--- config.mk ---
export PLATFORM = sky130hd
export DESIGN_NAME = icr_regif
export DESIGN_NICKNAME = d
export VERILOG_FILES = /design/src/logic/icr_pkg.sv /design/src/logic/icr_regif.sv
export VERILOG_INCLUDE_DIRS = /design/src /design/src/logic
export SDC_FILE = /design/constraint.sdc
export NUM_CORES = 1
export LEC_CHECK = 0
export ABC_AREA = 1
export BUFFER_PORTS_ARGS = -buffer_cell sky130_fd_sc_hd__buf_2
export CAP_MARGIN = 5
export CORE_ASPECT_RATIO = 1.1
export CORE_MARGIN = 10
export CORE_UTILIZATION = 45
export CTS_BUF_LIST = sky130_fd_sc_hd__clkbuf_8
export DETAILED_ROUTE_END_ITERATION = 10
export GPL_TIMING_DRIVEN = 0
export PLACE_DENSITY_LB_ADDON = 0.05
export SETUP_SLACK_MARGIN = 0.1
export SYNTH_ARGS = -nofsm -noshare
export SYNTH_HDL_FRONTEND = slang
export SYNTH_SLANG_ARGS = --single-unit
--- constraint.sdc ---
create_clock -name clock -period 1.4 [get_ports clock]
set_clock_uncertainty 0.2 [all_clocks]
set_input_delay 0.14 -clock clock [delete_from_list [all_inputs] [get_ports clock]]
set_output_delay 0.14 -clock clock [all_outputs]
set_load 0.01 [all_outputs]
--- src/logic/icr_params.svh ---
// Purpose: register map, field positions and reset values of the I2C register interface
// Assumes: byte offsets on a 32-bit AXI4-Lite bus, 8-bit registers in the low lanes
// Notes: definitions only
`ifndef ICR_PARAMS_SVH
`define ICR_PARAMS_SVH
`define ICR_OFS_CTRL 8'h00
`define ICR_OFS_STAT 8'h04
`define ICR_OFS_DATA 8'h08
`define ICR_OFS_CTRL2 8'h0c
`define ICR_OFS_SADDR 8'h10
`define ICR_B_EN 7
`define ICR_B_IE 6
`define ICR_B_MST 5
`define ICR_B_TX 4
`define ICR_B_ACK_DRIVE_CONTROL 3
`define ICR_B_REPEAT_START_TRIGGER 2
`define ICR_B_TCF 7
`define ICR_B_ADDRESSED_FLAG 6
`define ICR_B_BUSY 5
`define ICR_B_ARBITRATION_LOST_FLAG 4
`define ICR_B_SRW 2
`define ICR_B_IIF 1
`define ICR_B_RECEIVED_ACK_FLAG 0
`define ICR_B_GCEN 7
`define ICR_RST_CTRL 5'h00
`define ICR_RST_TCF 1'b1
`define ICR_RST_RECEIVED_ACK_FLAG 1'b1
`define ICR_RST_SADDR 7'h00
`define ICR_RESP_OKAY 2'h0
`define ICR_RESP_SLVERR 2'h2
`endif

--- src/logic/icr_pkg.sv ---
// Purpose: shared types of the I2C register interface
// Assumes: constants live in icr_params.svh
// Notes: none
package icr_pkg;
    typedef logic [7:0] icr_byte_t;
    typedef logic [1:0] icr_resp_t;
    typedef logic [7:0] icr_addr_t;
endpackage

--- src/logic/icr_regif.sv ---
// Purpose: software register interface of a two-wire bus controller, AXI4-Lite slave
// Assumes: bit-level engine on the same clock gives one-cycle event pulses
// Notes: registers in low byte lanes, upper bits read zero
// Operation
// - control bit 7 enables the controller
// - control bit 6 gates the interrupt request
// - master_select rise makes start, fall makes stop and slave mode
// - control bit 4 sets direction, 1 transmit, 0 receive
// - control bit 3 selects ack or no ack after received bytes
// - writing control bit 2 gives repeated start when master; reads 0
// - repeated start at improper time counts as arbitration loss
// - transfer_done_flag sets on byte done, cleared by data read in receive or data write in transmit
// - addressed_flag sets on address or general call match; control write clears
// - busy sets on start detect, clears on stop detect
// - arbitration_lost_flag set by hardware, cleared by writing 1
// - slave_direction_flag holds read/write bit of calling address
// - interrupt_pending_flag sets on done, match, arbitration loss; write 1 clears
// - received_ack_flag captures ack after each transmitted byte
// - data write in master transmit starts a byte, msb first
// - data read in master receive starts next byte reception
// - slave mode triggers like master mode after address match
// - data access triggers only when direction bit matches
// - data read returns last received byte only
// - first byte after master_select is the address byte
// - second control bit 7 enables general call recognition
`include "icr_params.svh"
module icr_regif
    import icr_pkg::*;
(
    input wire logic clock, // 40 MHz
    input wire logic reset, // sync, active high
    input wire icr_addr_t awaddr, // write address
    input wire logic awvalid, // write address valid
    output logic awready, // write address ready
    input wire logic [31:0] wdata, // write data
    input wire logic [3:0] wstrb, // byte strobes
    input wire logic wvalid, // write data valid
    output logic wready, // write data ready
    output icr_resp_t bresp, // write response
    output logic bvalid, // write response valid
    input wire logic bready, // write response ready
    input wire icr_addr_t araddr, // read address
    input wire logic arvalid, // read address valid
    output logic arready, // read address ready
    output logic [31:0] rdata, // read data
    output icr_resp_t rresp, // read response
    output logic rvalid, // read data valid
    input wire logic rready, // read data ready
    input wire logic engStartDetect, // start seen on bus
    input wire logic engStopDetect, // stop seen on bus
    input wire logic engByteDone, // byte incl. ack finished
    input wire logic engArbLost, // arbitration lost
    input wire logic engAddrMatch, // calling address matched own
    input wire logic engGenCall, // general call received
    input wire logic engRwBit, // r/w bit of calling address
    input wire logic engAckBit, // sampled ack, 0 = ack
    input wire icr_byte_t engRxData, // received byte
    output logic engEnable, // controller enabled
    output logic engMaster, // master mode
    output logic engTransmit, // direction, 1 transmit
    output logic engNoAck, // send no ack
    output logic engGenCallEn, // general call recognition
    output logic [6:0] engSlaveAddr, // own slave address
    output logic engStartReq, // pulse: make start
    output logic engStopReq, // pulse: make stop
    output logic engRepStartReq, // pulse: repeated start
    output logic engTxReq, // pulse: send engTxData
    output logic engRxReq, // pulse: receive a byte
    output logic engAddrByte, // level: byte sent is address
    output icr_byte_t engTxData, // byte to send
    output logic irq // interrupt request
);
    logic awHeld_r;
    logic wHeld_r;
    icr_addr_t awAddr_r;
    icr_byte_t wData_r;
    logic wLane_r;
    logic awready_r;
    logic wready_r;
    logic bvalid_r;
    icr_resp_t bresp_r;
    logic arready_r;
    logic rvalid_r;
    logic [31:0] rdata_r;
    icr_resp_t rresp_r;
    logic [4:0] ctrl_r;
    logic gcEn_r;
    logic [6:0] saddr_r;
    logic tcf_r;
    logic addressed_flag_r;
    logic busy_r;
    logic arbitration_lost_flag_r;
    logic srw_r;
    logic iif_r;
    logic received_ack_flag_r;
    logic slaveAct_r;
    logic xferBusy_r;
    logic addrPhase_r;
    icr_byte_t rxData_r;
    icr_byte_t txData_r;
    logic startReq_r;
    logic stopReq_r;
    logic repReq_r;
    logic txReq_r;
    logic rxReq_r;
    logic irq_r;

    // write and read channel handshakes
    wire awTake = awvalid & awready_r;
    wire wTake = wvalid & wready_r;
    wire doWrite = awHeld_r & wHeld_r & ~bvalid_r;
    wire awHeldNxt = (awHeld_r | awTake) & ~doWrite;
    wire wHeldNxt = (wHeld_r | wTake) & ~doWrite;
    wire bvalidNxt = doWrite | (bvalid_r & ~bready);
    wire arTake = arvalid & arready_r;
    wire rvalidNxt = arTake | (rvalid_r & ~rready);

    // address decode
    wire wIsCtrl = (awAddr_r == `ICR_OFS_CTRL);
    wire wIsStat = (awAddr_r == `ICR_OFS_STAT);
    wire wIsData = (awAddr_r == `ICR_OFS_DATA);
    wire wIsCtrl2 = (awAddr_r == `ICR_OFS_CTRL2);
    wire wIsSaddr = (awAddr_r == `ICR_OFS_SADDR);
    wire wMapped = wIsCtrl | wIsStat | wIsData | wIsCtrl2 | wIsSaddr;
    wire rIsCtrl = (araddr == `ICR_OFS_CTRL);
    wire rIsStat = (araddr == `ICR_OFS_STAT);
    wire rIsData = (araddr == `ICR_OFS_DATA);
    wire rIsCtrl2 = (araddr == `ICR_OFS_CTRL2);
    wire rIsSaddr = (araddr == `ICR_OFS_SADDR);
    wire rMapped = rIsCtrl | rIsStat | rIsData | rIsCtrl2 | rIsSaddr;
    // a write without the low lane stores nothing
    wire wEff = doWrite & wLane_r;
    wire wrCtrl = wEff & wIsCtrl;
    wire wrStat = wEff & wIsStat;
    wire wrData = wEff & wIsData;
    wire rdData = arTake & rIsData;

    // control fields
    wire en = ctrl_r[`ICR_B_EN - 3];
    wire ie = ctrl_r[`ICR_B_IE - 3];
    wire master_select = ctrl_r[`ICR_B_MST - 3];
    wire txSel = ctrl_r[`ICR_B_TX - 3];
    wire newMst = wData_r[`ICR_B_MST];
    // enable and master may arrive in one write; the new enable decides
    wire mstRise = wrCtrl & newMst & ~master_select & wData_r[`ICR_B_EN] & ~engArbLost;
    wire mstFall = wrCtrl & ~newMst & master_select & ~engArbLost;
    // repeat start only between bytes while master, else lost arbitration
    wire rstaWr = wrCtrl & wData_r[`ICR_B_REPEAT_START_TRIGGER];
    wire rstaOk = master_select & ~xferBusy_r & busy_r & en;
    wire rstaBad = rstaWr & ~rstaOk;
    wire arbSet = engArbLost | rstaBad;
    wire active = en & (master_select | slaveAct_r);
    wire txGo = wrData & active & txSel & ~xferBusy_r;
    wire rxGo = rdData & active & ~txSel & ~xferBusy_r;
    wire addrHit = engAddrMatch | (engGenCall & gcEn_r);
    wire [7:0] statByte = {tcf_r, addressed_flag_r, busy_r, arbitration_lost_flag_r, 1'b0, srw_r, iif_r, received_ack_flag_r};
    wire [7:0] ctrlByte = {ctrl_r, 3'h0};
    wire [7:0] rdByte = rIsCtrl ? ctrlByte
        : rIsStat ? statByte
        : rIsData ? rxData_r
        : rIsCtrl2 ? {gcEn_r, 7'h00}
        : rIsSaddr ? {saddr_r, 1'b0}
        : 8'h00;

    // bus slave
    always_ff @(posedge clock)
    begin
        if (reset)
        begin
            awHeld_r <= 1'b0;
            wHeld_r <= 1'b0;
            awready_r <= 1'b0;
            wready_r <= 1'b0;
            bvalid_r <= 1'b0;
            arready_r <= 1'b0;
            rvalid_r <= 1'b0;
        end
        else
        begin
            awHeld_r <= awHeldNxt;
            wHeld_r <= wHeldNxt;
            awready_r <= ~awHeldNxt & ~bvalidNxt;
            wready_r <= ~wHeldNxt & ~bvalidNxt;
            bvalid_r <= bvalidNxt;
            arready_r <= ~rvalidNxt;
            rvalid_r <= rvalidNxt;
        end
    end

    always_ff @(posedge clock)
    begin
        if (reset)
        begin
            awAddr_r <= 8'h00;
            wData_r <= 8'h00;
            wLane_r <= 1'b0;
            bresp_r <= `ICR_RESP_OKAY;
            rdata_r <= 32'h00000000;
            rresp_r <= `ICR_RESP_OKAY;
        end
        else
        begin
            if (awTake)
                awAddr_r <= awaddr;
            if (wTake)
            begin
                wData_r <= wdata[7:0];
                wLane_r <= wstrb[0];
            end
            if (doWrite)
                bresp_r <= wMapped ? `ICR_RESP_OKAY : `ICR_RESP_SLVERR;
            if (arTake)
            begin
                rdata_r <= {24'h000000, rdByte};
                rresp_r <= rMapped ? `ICR_RESP_OKAY : `ICR_RESP_SLVERR;
            end
        end
    end

    // control, address and data registers
    always_ff @(posedge clock)
    begin
        if (reset)
        begin
            ctrl_r <= `ICR_RST_CTRL;
            gcEn_r <= 1'b0;
            saddr_r <= `ICR_RST_SADDR;
            txData_r <= 8'h00;
            rxData_r <= 8'h00;
        end
        else
        begin
            if (wrCtrl)
                ctrl_r <= wData_r[7:3];
            // lost arbitration drops to slave without a stop
            if (engArbLost)
                ctrl_r[`ICR_B_MST - 3] <= 1'b0;
            if (wEff & wIsCtrl2)
                gcEn_r <= wData_r[`ICR_B_GCEN];
            if (wEff & wIsSaddr)
                saddr_r <= wData_r[7:1];
            if (txGo)
                txData_r <= wData_r;
            if (engByteDone & ~txSel)
                rxData_r <= engRxData;
        end
    end

    // status flags: hardware set wins over software clear
    always_ff @(posedge clock)
    begin
        if (reset)
        begin
            tcf_r <= `ICR_RST_TCF;
            addressed_flag_r <= 1'b0;
            busy_r <= 1'b0;
            arbitration_lost_flag_r <= 1'b0;
            srw_r <= 1'b0;
            iif_r <= 1'b0;
            received_ack_flag_r <= `ICR_RST_RECEIVED_ACK_FLAG;
            slaveAct_r <= 1'b0;
        end
        else
        begin
            if (engByteDone)
                tcf_r <= 1'b1;
            else if ((rdData & ~txSel) | (wrData & txSel))
                tcf_r <= 1'b0;
            if (addrHit)
                addressed_flag_r <= 1'b1;
            else if (wrCtrl)
                addressed_flag_r <= 1'b0;
            if (engStartDetect)
                busy_r <= 1'b1;
            else if (engStopDetect)
                busy_r <= 1'b0;
            if (arbSet)
                arbitration_lost_flag_r <= 1'b1;
            else if (wrStat & wData_r[`ICR_B_ARBITRATION_LOST_FLAG])
                arbitration_lost_flag_r <= 1'b0;
            if (addrHit)
                srw_r <= engRwBit;
            if (engByteDone | addrHit | arbSet)
                iif_r <= 1'b1;
            else if (wrStat & wData_r[`ICR_B_IIF])
                iif_r <= 1'b0;
            if (engByteDone & txSel)
                received_ack_flag_r <= engAckBit;
            if (addrHit)
                slaveAct_r <= 1'b1;
            else if (engStopDetect | engStartDetect | ~en)
                slaveAct_r <= 1'b0;
        end
    end

    // engine requests, one-cycle pulses
    always_ff @(posedge clock)
    begin
        if (reset)
        begin
            startReq_r <= 1'b0;
            stopReq_r <= 1'b0;
            repReq_r <= 1'b0;
            txReq_r <= 1'b0;
            rxReq_r <= 1'b0;
            xferBusy_r <= 1'b0;
            addrPhase_r <= 1'b0;
            irq_r <= 1'b0;
        end
        else
        begin
            startReq_r <= mstRise;
            stopReq_r <= mstFall;
            repReq_r <= rstaWr & rstaOk;
            txReq_r <= txGo;
            rxReq_r <= rxGo;
            // one byte at a time; the engine closes it with engByteDone or engArbLost
            if (txGo | rxGo)
                xferBusy_r <= 1'b1;
            else if (engByteDone | engArbLost)
                xferBusy_r <= 1'b0;
            if (mstRise | (rstaWr & rstaOk))
                addrPhase_r <= 1'b1;
            else if (engByteDone | engArbLost | mstFall)
                addrPhase_r <= 1'b0;
            irq_r <= iif_r & ie;
        end
    end

    assign awready = awready_r;
    assign wready = wready_r;
    assign bvalid = bvalid_r;
    assign bresp = bresp_r;
    assign arready = arready_r;
    assign rvalid = rvalid_r;
    assign rdata = rdata_r;
    assign rresp = rresp_r;
    assign engEnable = ctrl_r[`ICR_B_EN - 3];
    assign engMaster = ctrl_r[`ICR_B_MST - 3];
    assign engTransmit = ctrl_r[`ICR_B_TX - 3];
    assign engNoAck = ctrl_r[`ICR_B_ACK_DRIVE_CONTROL - 3];
    assign engGenCallEn = gcEn_r;
    assign engSlaveAddr = saddr_r;
    assign engStartReq = startReq_r;
    assign engStopReq = stopReq_r;
    assign engRepStartReq = repReq_r;
    assign engTxReq = txReq_r;
    assign engRxReq = rxReq_r;
    assign engAddrByte = addrPhase_r;
    assign engTxData = txData_r;
    assign irq = irq_r;
endmodule

==> out/qor.csv <==
metric,value,unit
status,"finished, violations left",
violations,"hold timing, setup timing",
power_density,947,nW/um^2
relSlewSlack,51.0,%
synth_top_flop_cell,dfxtp_1,
clock.fmax,617,MHz
final_cell_mix,"buf_2, nor2_1, dfxtp_1",
rows,33,
final_layout_size_suffix_gt1_share,36.1,%
n_antenna_cell,0,
finalCriticalPeriod,1620,ps
end_kind,flop,
async_flop_share,0,%
grt_setup_unrepaired,true,
hold_slack,-99.6,ps
hold_class,primary input to flop,
switching_power,1290,uW
vias,3716,
hold_viol,5,
clkPwrFrac,38.0,%
ff2ff_setup_slack,-220,ps
reg2reg_from,awAddr_r[1]$_SDFFE_PP0P_,
p_sw_share,25.7,%
grt-ovfl-total,0,
routed_wl,11600,um
ir_worst_vdd,805,uV
start_util,46.2,%
firstDrtPassIters,5,
p_leak,0.00247,uW
ys.warnings.count,0,
seq_power_share,48.1,%
clockBufferDepth,2,
die_area,11600,um^2
worstHoldStart,engAddrMatch,
grtUsageTotal,19.2,%
grt_start_max_net_pins,13,
worst_ep_arrival_time,1680,ps
grt_pass1_wl,17600,um
grt_pass1_vias,3565,
cts.clk_slew.worst_paths,80,ps
syn-instance-count,469,
totalPowerFinal,5030,uW
ff2ff_path_depth,7,
worst-setup-path-type,flop to flop,
fin_crit_sh,116,%
synth_edf_count,0,
setup_violations,31,
wl_per_cell,15.1,um
area_growth,54.0,%
gp_congestion,0.894,
clock_sinks,79,
port_buffers,88,
reg2reg_to,engTxData[6]$_SDFFE_PP0P_,
min_to,addressed_flag_r$_SDFFE_PP0P_,
drc,0,
tritoncts,done,
syn_avg_cell_area,7.36,um^2
final_common_cell,buf_2,
io-pin-count,143,
drt_iter0_drc,192,
grt_antenna_before_repair,0,
dp_hpwl,7890,um
cts_buffers,9,
synth.distinct_cells,32,
worstMarginPinSlew,735,ps
die_w,103,um
syn-cell-area,3450,um^2
yosysSeqAreaShare,45.8,%
crit_path_max_fanout,7,
worst_slack,-220,ps
antenna_left,0,
synth_seq_cells,79,
p_comb_share,13.9,%
slew_violations,0,
coreArea,7470,um^2
routed_via_density,4.84,
nets,734,
maxCapViolations,0,
p_int,3740,uW
h-tree-depth,3,
min_path_cells,3,
fin_util,71.1,%
dieHeight,112,um
cts-root-buf,clkbuf_8,
required,1460,ps
startpoint_type,flop,
clk_latency,360,ps
==> critical path, stage by stage, from the launching register on <==
cell,delay (ps)
dfxtp_2,330
nor2_4,160
nand3_4,100
nor2_4,170
nand3_4,180
buf_8,200
o21ai_4,140
a21oi_2,40
==> cell usage after synthesis (2+ instances only) <==
cell type | instances | share of area [%]
buf_2 | 2 | 0.29
o21ai_0 | 50 | 7.3
nor2_4 | 2 | 0.65
nand4_1 | 4 | 0.73
a21oi_1 | 37 | 5.4
clkinv_1 | 4 | 0.44
nand2_1 | 51 | 5.5
nor2_1 | 94 | 10
nor4_1 | 2 | 0.36
dfxtp_1 | 79 | 46
nor2_2 | 2 | 0.36
nand2_2 | 2 | 0.36
inv_1 | 43 | 4.7
o21ai_1 | 3 | 0.44
buf_4 | 27 | 5.9
nand3_1 | 43 | 6.2
clkbuf_1 | 9 | 0.98
==> layout make-up <==
type | count | area [um^2]
sequential | 79 | 1610
fill | 619 | 2160
clock buffer | 11 | 151
inverter | 48 | 205
tap | 105 | 131
buffer | 39 | 278
timing repair buffer | 154 | 1140
multi-input combinational | 328 | 1730
clock inverter | 3 | 67.6
==> power groups by stage <==
stage	registers (uW)	logic, uW	clock network, uW
6_report	2420	699	1910
4_1_cts	2410	625	1920
5_1_grt	2430	775	2000
3_5_place_dp	2460	513	0
3_3_place_gp	2460	507	0
2_1_floorplan	2450	348	0
==> per-stage QoR <==
| step | hold WS (ps) | setup TNS (ps) | cells | setup WS [ps] | instance area (um^2) |
|---|---|---|---|---|---|
| floorplan | 57.4 | -305 | 494 | -59.0 | 3600 |
| global placement | 161 | -16690 | 687 | -451 | 4170 |
| detailed placement | 173 | -16560 | 687 | -427 | 4170 |
| CTS | -105 | -3470 | 752 | -152 | 5020 |
| global route | -112 | -6670 | 767 | -297 | 5310 |
| finish | -99.6 | -4060 | 767 | -220 | 5310 |
==> registers in the layout (all words and copies together), names as in the netlist, 5 cells and up <==
register and flops:
awAddr_r 8, engTxData 8, rdata 8, rxData_r 8, wData_r 8, engSlaveAddr 7
ctrl_r 5
==> layer usage <==
metal | up-vias | GRT usage, % | share of wire [%]
met4 | 0 | 6.31 | 2.6
met1 | 1663 | 22.0 | 39
met2 | 168 | 33.6 | 51
li1 | 1858 | - | -
met3 | 27 | 4.39 | 7.6
met5 | - | 0 | 0
==> how the worst max path moves through the flow <==
| stage | from | to | slack (ps) | depth (start not counted) |
|---|---|---|---|---|
| 2_1_floorplan | awAddr_r[1]$_SDFFE_PP0P_ | engTxData[6]$_SDFFE_PP0P_ | -60 | 7 |
| 3_3_place_gp | reset | engTxData[7]$_SDFFE_PP0P_ | -450 | 5 |
| 3_5_place_dp | reset | engTxData[7]$_SDFFE_PP0P_ | -430 | 5 |
| 4_1_cts | awAddr_r[7]$_SDFFE_PP0P_ | engSlaveAddr[6]$_SDFFE_PP0P_ | -150 | 8 |
| 5_1_grt | awAddr_r[7]$_SDFFE_PP0P_ | engSlaveAddr[1]$_SDFFE_PP0P_ | -300 | 9 |
| 6_report | awAddr_r[1]$_SDFFE_PP0P_ | engTxData[6]$_SDFFE_PP0P_ | -220 | 7 |
==> cell families after synthesis <==
| logic type | after synthesis | share of synthesized area (%) |
|---|---|---|
| buf+inv | 87 | 12.7 |
| other cells | 1 | 0.109 |
| simple gates | 209 | 27.6 |
| compound gates | 93 | 13.7 |
| flops | 79 | 45.8 |
==> timing repair <==
action / 4_1_cts / 5_1_grt
cloned: 1 / 1
hold endpoints to repair: 41 / 7
setup endpoints to repair: 65 / 66
hold buffers: 34 / 3
pin swaps: 11 / 17
buffers inserted: 16 / 13
gates resized for setup: 43 / 59
Note: power is estimated with default switching activity, not from simulation.
